**config.mk**
```make
export PLATFORM = sky130hd
export DESIGN_NAME = rgbi2c_port
export DESIGN_NICKNAME = d
export VERILOG_FILES = /design/src/include/rgbi2c_pkg.sv /design/src/logic/rgbi2c_port.sv /design/src/logic/rgbi2c_sync.sv
export SDC_FILE = /design/constraint.sdc
export NUM_CORES = 1
export LEC_CHECK = 0
export BUFFER_PORTS_ARGS = -buffer_cell sky130_fd_sc_hd__clkbuf_2
export CAP_MARGIN = 0
export CORE_AREA = 3 3 83 85
export CTS_BUF_LIST = sky130_fd_sc_hd__clkbuf_4 sky130_fd_sc_hd__clkbuf_8
export DETAILED_ROUTE_END_ITERATION = 8
export DIE_AREA = 0 0 86 88
export GPL_TIMING_DRIVEN = 0
export HOLD_SLACK_MARGIN = 0.08
export PLACE_DENSITY = 0.62
export SYNTH_ARGS = -nofsm -noshare
export SYNTH_HDL_FRONTEND = slang
export SYNTH_SLANG_ARGS = --single-unit
```
**constraint.sdc**
```tcl
create_clock -name mclk -period 3.6 [get_ports mclk]
set_input_delay 0.72 -clock mclk [delete_from_list [all_inputs] [get_ports mclk]]
set_output_delay 0.72 -clock mclk [all_outputs]
set_load 0.01 [all_outputs]
```
**src/include/rgbi2c_pkg.sv**
```systemverilog
// Contract
// - Without auto-increment each data byte follows its own sub-address byte.
// - With auto-increment each further data byte goes to the next sub-address.
// - A read frame returns exactly two bytes, then the master stops.
// - First read byte: enable bit 5, power-save bit 4, channel-2 duty bits 3-0.
// - Second read byte: channel-1 duty bits 7-4, channel-0 duty bits 3-0.
// - Slave address is 1010101; bit 0 of address byte high means read.
// - Sub-address bit 7 high disables increment; low bits pick register 1 to 4.
// - Duty registers hold four bits, reset to zero, upper bits unused.
// - Control bit 1 enables outputs, bit 0 low is power-save, reset zero.
package rgbi2c_pkg;
   localparam logic [6:0] RGBI2C_SLAVE_ADDR = 7'h55;
   localparam logic [6:0] RGBI2C_SUB_CH0    = 7'h01;
   localparam logic [6:0] RGBI2C_SUB_CH1    = 7'h02;
   localparam logic [6:0] RGBI2C_SUB_CH2    = 7'h03;
   localparam logic [6:0] RGBI2C_SUB_CTRL   = 7'h04;
   localparam int         RGBI2C_INCR_BIT   = 7;
   localparam int         RGBI2C_EN_BIT     = 1;
   localparam int         RGBI2C_PS_BIT     = 0;
   localparam logic [3:0] RGBI2C_DUTY_RST   = 4'h0;
   localparam logic [1:0] RGBI2C_CTRL_RST   = 2'h0;
   localparam logic [2:0] RGBI2C_BIT_LAST   = 3'h7;

   typedef struct packed {
      logic       output_enable;
      logic       power_save_n;
      logic [3:0] duty_ch2;
      logic [3:0] duty_ch1;
      logic [3:0] duty_ch0;
   } rgbi2c_regs_t;

   // Maps a sub-address onto a register select, zero when unmapped.
   function automatic logic [2:0] rgbi2c_decode(input logic [6:0] sub);
      if (sub >= RGBI2C_SUB_CH0 && sub <= RGBI2C_SUB_CTRL)
         return sub[2:0];
      return 3'h0;
   endfunction : rgbi2c_decode
endpackage : rgbi2c_pkg

```
**src/logic/rgbi2c_port.sv**
```systemverilog
`timescale 1ns/1ps
`default_nettype none
module rgbi2c_port
   import rgbi2c_pkg::*;
(
   input  wire logic mclk,
   input  wire logic rst,
   input  wire logic scl_i,
   input  wire logic sda_i,
   output logic      sda_o,
   output logic      sda_oe,
   output logic      output_enable,
   output logic      power_save_n,
   output logic [3:0] duty_ch0,
   output logic [3:0] duty_ch1,
   output logic [3:0] duty_ch2
);
   typedef enum logic [2:0] {
      RGBI2C_IDLE, RGBI2C_ADDR, RGBI2C_SUB, RGBI2C_DATA, RGBI2C_READ, RGBI2C_ACK, RGBI2C_RACK
   } rgbi2c_state_t;

   logic scl_s;
   logic sda_s;
   logic scl_d;
   logic sda_d;

   rgbi2c_sync u_scl (.mclk(mclk), .rst(rst), .d(scl_i), .q(scl_s));
   rgbi2c_sync u_sda (.mclk(mclk), .rst(rst), .d(sda_i), .q(sda_s));

   rgbi2c_state_t state;
   rgbi2c_state_t next_state;
   rgbi2c_state_t ret;
   rgbi2c_state_t next_ret;
   rgbi2c_regs_t  regs;
   rgbi2c_regs_t  next_regs;
   logic [7:0]    shreg;
   logic [7:0]    next_shreg;
   logic [2:0]    bitcnt;
   logic [2:0]    next_bitcnt;
   logic [6:0]    sub;
   logic [6:0]    next_sub;
   logic          incr_disable;
   logic          next_incr_disable;
   logic          have_sub;
   logic          next_have_sub;
   logic          rd_second;
   logic          next_rd_second;
   logic          byte_done;
   logic          next_byte_done;
   logic          next_sda_o;
   logic          next_sda_oe;
   logic          scl_rise;
   logic          scl_fall;
   logic          start_c;
   logic          stop_c;

   assign scl_rise = scl_s && !scl_d;
   assign scl_fall = !scl_s && scl_d;
   assign start_c  = scl_s && scl_d && sda_d && !sda_s;
   assign stop_c   = scl_s && scl_d && !sda_d && sda_s;

   always_comb
   begin
      next_state        = state;
      next_ret          = ret;
      next_regs         = regs;
      next_shreg        = shreg;
      next_bitcnt       = bitcnt;
      next_sub          = sub;
      next_incr_disable = incr_disable;
      next_have_sub     = have_sub;
      next_rd_second    = rd_second;
      next_byte_done    = byte_done;
      next_sda_o        = sda_o;
      next_sda_oe       = sda_oe;
      if (start_c)
      begin
         next_state     = RGBI2C_ADDR;
         next_bitcnt    = 3'h0;
         next_byte_done = 1'b0;
         next_sda_oe = 1'b0;
      end
      else if (stop_c)
      begin
         next_state  = RGBI2C_IDLE;
         next_sda_oe = 1'b0;
      end
      else
      begin
         unique case (state)
            RGBI2C_IDLE:
            begin
               next_sda_oe = 1'b0;
            end
            RGBI2C_ADDR, RGBI2C_SUB, RGBI2C_DATA:
            begin
               if (scl_rise)
               begin
                  next_shreg  = {shreg[6:0], sda_s};
                  next_bitcnt = bitcnt + 3'h1;
                  if (bitcnt == RGBI2C_BIT_LAST)
                     next_byte_done = 1'b1;
               end
               // The fall right after START must not be taken for a full byte.
               if (scl_fall && byte_done)
               begin
                  next_byte_done = 1'b0;
                  next_sda_oe = 1'b1;
                  next_sda_o  = 1'b0;
                  next_state  = RGBI2C_ACK;
                  if (state == RGBI2C_ADDR)
                  begin
                     if (shreg[7:1] != RGBI2C_SLAVE_ADDR)
                     begin
                        next_sda_oe = 1'b0;
                        next_state  = RGBI2C_IDLE;
                     end
                     else if (shreg[0])
                     begin
                        next_ret       = RGBI2C_READ;
                        next_rd_second = 1'b0;
                     end
                     else
                     begin
                        next_ret      = RGBI2C_SUB;
                        next_have_sub = 1'b0;
                     end
                  end
                  else if (state == RGBI2C_SUB)
                  begin
                     next_sub          = shreg[6:0];
                     next_incr_disable = shreg[RGBI2C_INCR_BIT];
                     next_have_sub     = 1'b1;
                     next_ret          = RGBI2C_DATA;
                  end
                  else
                  begin
                     unique case (rgbi2c_decode(sub))
                        3'h1: next_regs.duty_ch0 = shreg[3:0];
                        3'h2: next_regs.duty_ch1 = shreg[3:0];
                        3'h3: next_regs.duty_ch2 = shreg[3:0];
                        3'h4:
                        begin
                           next_regs.output_enable = shreg[RGBI2C_EN_BIT];
                           next_regs.power_save_n  = shreg[RGBI2C_PS_BIT];
                        end
                        default: ;
                     endcase
                     next_sub = sub + 7'h01;
                     next_ret = incr_disable ? RGBI2C_SUB : RGBI2C_DATA;
                  end
               end
            end
            RGBI2C_ACK:
            begin
               if (scl_fall)
               begin
                  next_bitcnt = 3'h0;
                  next_state  = ret;
                  next_sda_oe = 1'b0;
                  if (ret == RGBI2C_READ)
                  begin
                     next_shreg  = rd_second
                        ? {regs.duty_ch1, regs.duty_ch0}
                        : {2'h0, regs.output_enable, regs.power_save_n, regs.duty_ch2};
                     next_sda_oe = !next_shreg[7];
                     next_sda_o  = 1'b0;
                  end
               end
            end
            RGBI2C_READ:
            begin
               if (scl_fall)
               begin
                  next_bitcnt = bitcnt + 3'h1;
                  if (bitcnt == RGBI2C_BIT_LAST)
                  begin
                     next_sda_oe = 1'b0;
                     next_state  = RGBI2C_RACK;
                  end
                  else
                  begin
                     next_shreg  = {shreg[6:0], 1'b0};
                     next_sda_oe = !shreg[6];
                  end
               end
            end
            RGBI2C_RACK:
            begin
               if (scl_fall)
               begin
                  if (!rd_second)
                  begin
                     next_rd_second = 1'b1;
                     next_ret       = RGBI2C_READ;
                     next_state     = RGBI2C_READ;
                     next_bitcnt    = 3'h0;
                     next_shreg     = {regs.duty_ch1, regs.duty_ch0};
                     next_sda_oe    = !next_shreg[7];
                     next_sda_o     = 1'b0;
                  end
                  else
                     next_state = RGBI2C_IDLE;
               end
            end
         endcase
      end
      if (rst)
      begin
         next_state     = RGBI2C_IDLE;
         next_ret       = RGBI2C_IDLE;
         next_regs      = '{RGBI2C_CTRL_RST[1], RGBI2C_CTRL_RST[0], RGBI2C_DUTY_RST,
                            RGBI2C_DUTY_RST, RGBI2C_DUTY_RST};
         next_shreg     = 8'h00;
         next_bitcnt    = 3'h0;
         next_sub       = 7'h00;
         next_incr_disable = 1'b0;
         next_have_sub  = 1'b0;
         next_rd_second = 1'b0;
         next_byte_done = 1'b0;
         next_sda_o     = 1'b0;
         next_sda_oe    = 1'b0;
      end
   end

   always_ff @(posedge mclk)
   begin
      scl_d        <= rst ? 1'b1 : scl_s;
      sda_d        <= rst ? 1'b1 : sda_s;
      state        <= next_state;
      ret          <= next_ret;
      regs         <= next_regs;
      shreg        <= next_shreg;
      bitcnt       <= next_bitcnt;
      sub          <= next_sub;
      incr_disable <= next_incr_disable;
      have_sub     <= next_have_sub;
      rd_second    <= next_rd_second;
      byte_done    <= next_byte_done;
      sda_o        <= next_sda_o;
      sda_oe       <= next_sda_oe;
   end

   always_ff @(posedge mclk)
   begin
      output_enable <= next_regs.output_enable;
      power_save_n  <= next_regs.power_save_n;
      duty_ch0      <= next_regs.duty_ch0;
      duty_ch1      <= next_regs.duty_ch1;
      duty_ch2      <= next_regs.duty_ch2;
   end

   property p_reset_regs;
      @(posedge mclk) rst |=> (duty_ch0 == RGBI2C_DUTY_RST && !output_enable && !power_save_n);
   endproperty
   a_reset_regs: assert property (p_reset_regs) else $error("regs not reset");

   property p_unmapped;
      @(posedge mclk) disable iff (rst)
      (state == RGBI2C_DATA && rgbi2c_decode(sub) == 3'h0) |=> $stable(regs);
   endproperty
   a_unmapped: assert property (p_unmapped) else $error("unmapped write changed regs");

   property p_ack_low;
      @(posedge mclk) disable iff (rst) (state == RGBI2C_ACK && ret != RGBI2C_READ
         && !$rose(state == RGBI2C_ACK)) |-> (sda_oe && !sda_o);
   endproperty
   a_ack_low: assert property (p_ack_low) else $error("ack not driven");

   property p_bad_addr;
      @(posedge mclk) disable iff (rst)
      (state == RGBI2C_ADDR && scl_fall && byte_done && shreg[7:1] != RGBI2C_SLAVE_ADDR
       && !start_c && !stop_c) |=> (state == RGBI2C_IDLE && !sda_oe);
   endproperty
   a_bad_addr: assert property (p_bad_addr) else $error("foreign address answered");

   property p_read_two;
      @(posedge mclk) disable iff (rst)
      (state == RGBI2C_RACK && rd_second && scl_fall && !start_c && !stop_c)
      |=> state == RGBI2C_IDLE;
   endproperty
   a_read_two: assert property (p_read_two) else $error("third read byte");

   property p_incr;
      @(posedge mclk) disable iff (rst)
      (state == RGBI2C_DATA && scl_fall && byte_done && !start_c && !stop_c)
      |=> (sub == $past(sub) + 7'h01 && (ret == RGBI2C_SUB) == incr_disable);
   endproperty
   a_incr: assert property (p_incr) else $error("sub-address not advanced");

   property p_first_byte;
      @(posedge mclk) disable iff (rst)
      (state == RGBI2C_ACK && ret == RGBI2C_READ && !rd_second && scl_fall && !start_c && !stop_c)
      |=> shreg == {2'h0, regs.output_enable, regs.power_save_n, regs.duty_ch2};
   endproperty
   a_first_byte: assert property (p_first_byte) else $error("first read byte wrong");

   property p_second_byte;
      @(posedge mclk) disable iff (rst)
      (state == RGBI2C_RACK && !rd_second && scl_fall && !start_c && !stop_c)
      |=> shreg == {regs.duty_ch1, regs.duty_ch0};
   endproperty
   a_second_byte: assert property (p_second_byte) else $error("second read byte wrong");

   property p_ctrl_out;
      @(posedge mclk) disable iff (rst)
      1'b1 |=> (output_enable == $past(next_regs.output_enable) && power_save_n == regs.power_save_n);
   endproperty
   a_ctrl_out: assert property (p_ctrl_out) else $error("control outputs stale");

   property p_sub_seen;
      @(posedge mclk) disable iff (rst) (state == RGBI2C_DATA) |-> have_sub;
   endproperty
   a_sub_seen: assert property (p_sub_seen) else $error("data before sub-address");

   c_write: cover property (@(posedge mclk) disable iff (rst) state == RGBI2C_DATA ##1 state == RGBI2C_ACK);
   c_read2: cover property (@(posedge mclk) disable iff (rst) state == RGBI2C_RACK && rd_second);
   c_incr:  cover property (@(posedge mclk) disable iff (rst) state == RGBI2C_DATA && !incr_disable);
endmodule : rgbi2c_port
`default_nettype wire

```
**src/logic/rgbi2c_sync.sv**
```systemverilog
`timescale 1ns/1ps
`default_nettype none
module rgbi2c_sync
   import rgbi2c_pkg::*;
(
   input  wire logic mclk,
   input  wire logic rst,
   input  wire logic d,
   output logic      q
);
   logic meta;
   logic next_meta;
   logic next_q;

   always_comb
   begin
      next_meta = d;
      next_q    = meta;
      if (rst)
      begin
         next_meta = 1'b1;
         next_q    = 1'b1;
      end
   end

   always_ff @(posedge mclk)
   begin
      meta <= next_meta;
      q    <= next_q;
   end
endmodule : rgbi2c_sync
`default_nettype wire

```
# Word-level counts from Yosys, hierarchy flattened
# Index checks and enable logic that the tools add are counted.
# W data, S select, Z words.
# classes
addsub	2
magnitude_cmp	2
n_eq_ne	31
mux	76
bitwise	4
n_reduce_logical	41
# op_table
cell	count
$mux W3	27
$mux W8	8
$reduce_and A7 Y1	6
$mux W1	33
$pmux W8 S4	1
$ne A2 B2 Y1 const B	12
$pmux W3 S4	2
$ne A4 B4 Y1 const B	5
$eq A3 B3 Y1 const B	6
$reduce_and A6 Y1	3
$reduce_and A8 Y1	2
$eq A3 B2 Y1 const B	4
$reduce_and A10 Y1	1
$reduce_and A5 Y1	2
$logic_and A1 B1 Y1	9
$add A7 B1 Y7 const B	1
$ge A7 B1 Y1 const B	1
$le A7 B3 Y1 const B	1
$logic_not A1 Y1	7
$mux W7	1
$ne A7 B7 Y1 const B	1
$eq A3 B1 Y1 const B	2
$pmux W3 S2	1
$reduce_bool A2 Y1	3
13 further kinds	17
# word_totals
regBits	49
out_inout_bits	16
word_cells	178

# Longest topological paths before layout
# logic_depth
word_depth	18
mapped_depth	8
depth_no_buf	7

# Hierarchy
# A second synthesis with hierarchy kept.
# hier_totals
hier_cells	347
hier_area_um2	2900.3
# by_module_without_submodules
mod	instances	cells_each	area_per_inst_um2
rgbi2c_port	1	339	2795.2
rgbi2c_sync	2	4	52.6

# Worst setup path after synthesis
# No wires, ideal clock.
# synth_path
kind	flip-flop to flip-flop
startpoint	register scl_d
endpoint	register state[0]
setup_time_ns	0.071
t_arrival_ns	1.665
required_ns	3.529
slack_ns	1.865
stages_incl_launch_ff	8
period_less_slack_ns	1.735
path_cell_list	dfxtp_1 -> buf_2 -> nor2b_1 -> clkbuf_2 -> o21ai_0 -> nor3_1 -> mux2_2 -> a21oi_1
# synth_via
elab_chain_len	5
elab_cells_between_ends	16
cone_classes	eq/ne (5); mux (2); reduce/logical (9)
# synth_rtl
element	line	source
from (decl)	rgbi2c_port.sv:24	logic scl_d;
from (signal assigned)	rgbi2c_port.sv:228	scl_d <= rst ? 1'b1 : scl_s;
$logic_and A1 B1 Y1	rgbi2c_port.sv:59, rgbi2c_port.sv:60	
$logic_and A1 B1 Y1 (on tied branches) (2 in series)	rgbi2c_port.sv:59, rgbi2c_port.sv:60	
$ne A4 B4 Y1 (no line) (tied with other cells)	--	
$reduce_and A6 Y1 (no line) or $mux W1 (tied branches)	--	
to (signal assigned)	rgbi2c_port.sv:230	state <= next_state;
to (decl)	rgbi2c_port.sv:30	rgbi2c_state_t state;
# Several ways; a longest one is shown, not always the timed one.
# A chain may end at the register's enable or synchronous reset.

# Final worst setup path
# layout_path
startpoint	register u_scl.q
endpoint	register duty_ch1[2]
# layout_via
elab_chain_len	5
elab_cells_between_ends	11
cone_classes	bitwise (2); reduce/logical (9)
# layout_rtl
element	line	source
from (decl)	rgbi2c_sync.sv:9	output logic q
from (signal assigned)	rgbi2c_sync.sv:29	q <= next_q;
$logic_and A1 B1 Y1	rgbi2c_port.sv:59, rgbi2c_port.sv:60	
$logic_and A1 B1 Y1 (on tied branches) (2 in series)	rgbi2c_port.sv:60, rgbi2c_port.sv:59	
$not A1 Y1 (no line)	--	
$reduce_and A7 Y1 (no line) *	--	
to (signal assigned)	rgbi2c_port.sv:249	duty_ch1 <= next_regs.duty_ch1;
to (decl)	rgbi2c_port.sv:15	output logic [3:0] duty_ch1,
# Every way passes the cells marked *; elsewhere a longest branch is shown, timed or not.

==> results.py <==
metrics = {
    "outcome": {
        "status": "finished clean",
    },
    "pwr": {
        "leakage_uw": 0.00123,
        "vdd_drop_max_mv": 0.182,
        "power_density_nw_per_um2": 322,
    },
    "worst_setup_path": {
        "startpoint_type": "register",
        "reg2regPathDepth": 6,
        "path_max_fanout": 10,
        "worst_r2r_endpoint": "duty_ch1[2]$_SDFFE_PP0P_",
        "crit_type": "reg2reg",
        "r2r_slack_ns": 1.49,
        "r2r_start": "u_scl.q$_SDFF_PP1_",
        "cp-end-kind": "register",
        "arrival_ns": 2.30,
        "crit_required_ns": 3.79,
    },
    "floorplanning": {
        "die_y_um": 88,
        "coreArea_um2": 6280,
        "die-area_um2": 7570,
        "rows": 29,
        "io_pins": 20,
        "die-width_um": 86,
        "start_util_pct": 44.2,
    },
    "yosys": {
        "syn_inst": 338,
        "netlist-cell-type-count": 64,
        "yosysTopAreaCellShare_pct": 34.6,
        "async_reset_ff_share_pct": 0,
        "synth-seq-cells": 48,
        "synth_common_cells": "dfxtp_1 (48), nor2_1 (38), mux2i_1 (24)",
        "synth_area_leaders": "dfxtp_1 (35%), mux2i_1 (8.7%), nor2_1 (5.1%)",
        "syn-cell-area_um2": 2770,
        "synth.avg_cell_area_um2": 8.21,
        "yosys.area.top_type": "dfxtp_1",
        "synth_flop_cell": "dfxtp_1",
        "post-synth-top-count-cell": "dfxtp_1",
        "ys_warn_count": 0,
        "synth-edff-count": 0,
        "synth_seq_area_share_pct": 34.6,
        "syn_nets": 346,
    },
    "grt": {
        "grt_max_degree": 16,
        "grt_usage_pct": 20.9,
        "gr-total-overflow": 0,
        "grt_pass1_vias": 2452,
        "grt_pass1_wl_um": 12400,
        "antenna_found_initial": 0,
    },
    "clock_tree": {
        "post_cts_buffers": 0,
        "cts_tree": "yes",
        "clk_pin_slew_worst_paths_ns": 0.09,
        "cts.repair.resized": 0,
        "cts_buffer_depth": 2,
        "cts-hold-fix-buffers": 0,
        "cts_made_buffers": 5,
        "clkLatencyLatePin_ns": 0.32,
        "cts.sink_count": 48,
        "cts_root_buffer": "clkbuf_8",
        "htree_levels": 2,
    },
    "detailed_routing": {
        "antenna_left": 0,
        "drtIter0Drc": 303,
        "routedWlPerCell_um": 17.3,
        "vias": 2604,
        "drcViolationCount": 0,
        "wirelength_um": 7620,
        "dr.pass1.iters": 6,
        "avgViaCountPerCell": 5.92,
    },
    "finish": {
        "regArea_um2": 961,
        "utilization_pct": 48.9,
        "drive_above_1_share_pct": 16.8,
        "num-fill-cells": 628,
        "syn_to_final_growth_pct": 10.6,
        "final_nets": 370,
        "antenna_cells": 0,
        "multi_input_area_um2": 1620,
    },
    "sta": {
        "skew_ns": 0.0103,
        "min_period_ns": 2.11,
        "max_slew.worst_pin.slew_ns": 0.667,
        "slew_viol_final": 0,
        "rsz0062_at_grt": "no",
        "timing.fmax_mhz": 473,
        "fin_crit_sh_pct": 58.7,
        "fin_ws_ns": 1.49,
        "tns_ns": 0,
        "slew_headroom_pct": 55.4,
        "setup_viol": 0,
        "hold_violations": 0,
    },
    "hold_path": {
        "worstHoldEndpoint": "u_scl.q$_SDFF_PP1_",
        "worstHoldStart": "u_scl.meta$_SDFF_PP1_",
        "min_path_type": "reg2reg",
        "whs_path_depth": 1,
    },
    "place": {
        "gp_congestion": 0.929,
        "dp_hpwl_um": 5430,
        "port_buffers": 17,
        "place_ws_ns": 1.51,
    },
    "flow_run": {
        "maxCapViolCount": 0,
    },
}
kinds of logic after synthesis:
group	count (synthesis)	synth area share (%)
fa+ha+maj	4	1.80
simple gates	132	25.0
buf+inv	42	6.86
xor+xnor	1	0.316
compound gates	84	21.8
flops	48	34.6
other cells	1	0.135
mux	26	9.47
layout make-up:
| class | count | share of cell area (%) |
|---|---|---|
| Sequential cell | 48 | 31.3 |
| Clock buffer | 5 | 2.24 |
| Buffer | 29 | 4.61 |
| Tap cell | 77 | 3.14 |
| Inverter | 13 | 1.59 |
| Clock inverter | 3 | 1.39 |
| Timing Repair Buffer | 17 | 2.77 |
| Multi-Input combinational cell | 248 | 52.9 |
per-layer routing:
metal	vias to the layer above	global-route usage [%]	wire, um	share of wire [%]
li1	1262	-	-	-
met1	1222	28.0	3590	47
met2	106	33.9	3450	45
met3	14	3.39	452	5.9
met4	0	7.48	123	1.6
met5	-	0	0	0
cells in the final DEF (no fill, tap or decap), drive strengths merged, types with 6 or more instances in the layout:
cell type and count:
clkbuf 37, a21oi 21, nor2b 9, o211ai 6
nand2 23, or2 9, inv 13, nor3 12
nor2 38, buf 14, mux2i 24, a211oi 7
a221oi 7, nand3 13, dfxtp 48, o21ai 12
worst max-delay path by stage:
stage                                      from                       end  slack, ns  depth (start not counted)
after detailed placement     u_scl.q$_SDFF_PP1_  duty_ch1[3]$_SDFFE_PP0P_       1.51                          6
after global placement       u_scl.q$_SDFF_PP1_  duty_ch1[3]$_SDFFE_PP0P_       1.47                          6
after CTS                    u_scl.q$_SDFF_PP1_  duty_ch1[2]$_SDFFE_PP0P_       1.48                          6
after floorplan                scl_d$_SDFF_PP1_     state[0]$_SDFFE_PP0P_       1.86                          7
after global routing      state[0]$_SDFFE_PP0P_     shreg[3]$_SDFFE_PP0P_       1.22                          7
final                        u_scl.q$_SDFF_PP1_  duty_ch1[2]$_SDFFE_PP0P_       1.49                          6
flip-flops by register name (all words and copies together), names as in the netlist, 3 cells and up:
| name | cells |
|---|---|
| duty_ch2 | 4 |
| state | 3 |
| ret | 3 |
| shreg | 8 |
| bitcnt | 3 |
| sub | 7 |
| duty_ch0 | 4 |
| duty_ch1 | 4 |
power by group:
group          total, uW  internal, uW  leakage [uW]  switching (uW)
clock network        402           206     0.0000541             197
logic               47.8          15.4      0.000789            32.4
registers            537           534      0.000388            2.60
through the flow:
stage	cells	cell area (um2)	power [uW]	hold slack, ns
floorplan	338	2770	582	0.389
global placement	432	2960	596	0.391
detailed placement	432	2960	596	0.394
CTS	440	3070	997	0.417
global route	440	3070	1020	0.443
finish	440	3070	987	0.415
critical path, cell delays in order (launching register included):
cell and delay [ns]:
dfxtp_1 0.32, clkbuf_1 0.20, nand4bb_1 0.38, nor4_2 0.42
nand3_1 0.36, mux2i_1 0.25, nor2_1 0.05
(Power assumes the default switching activity.)
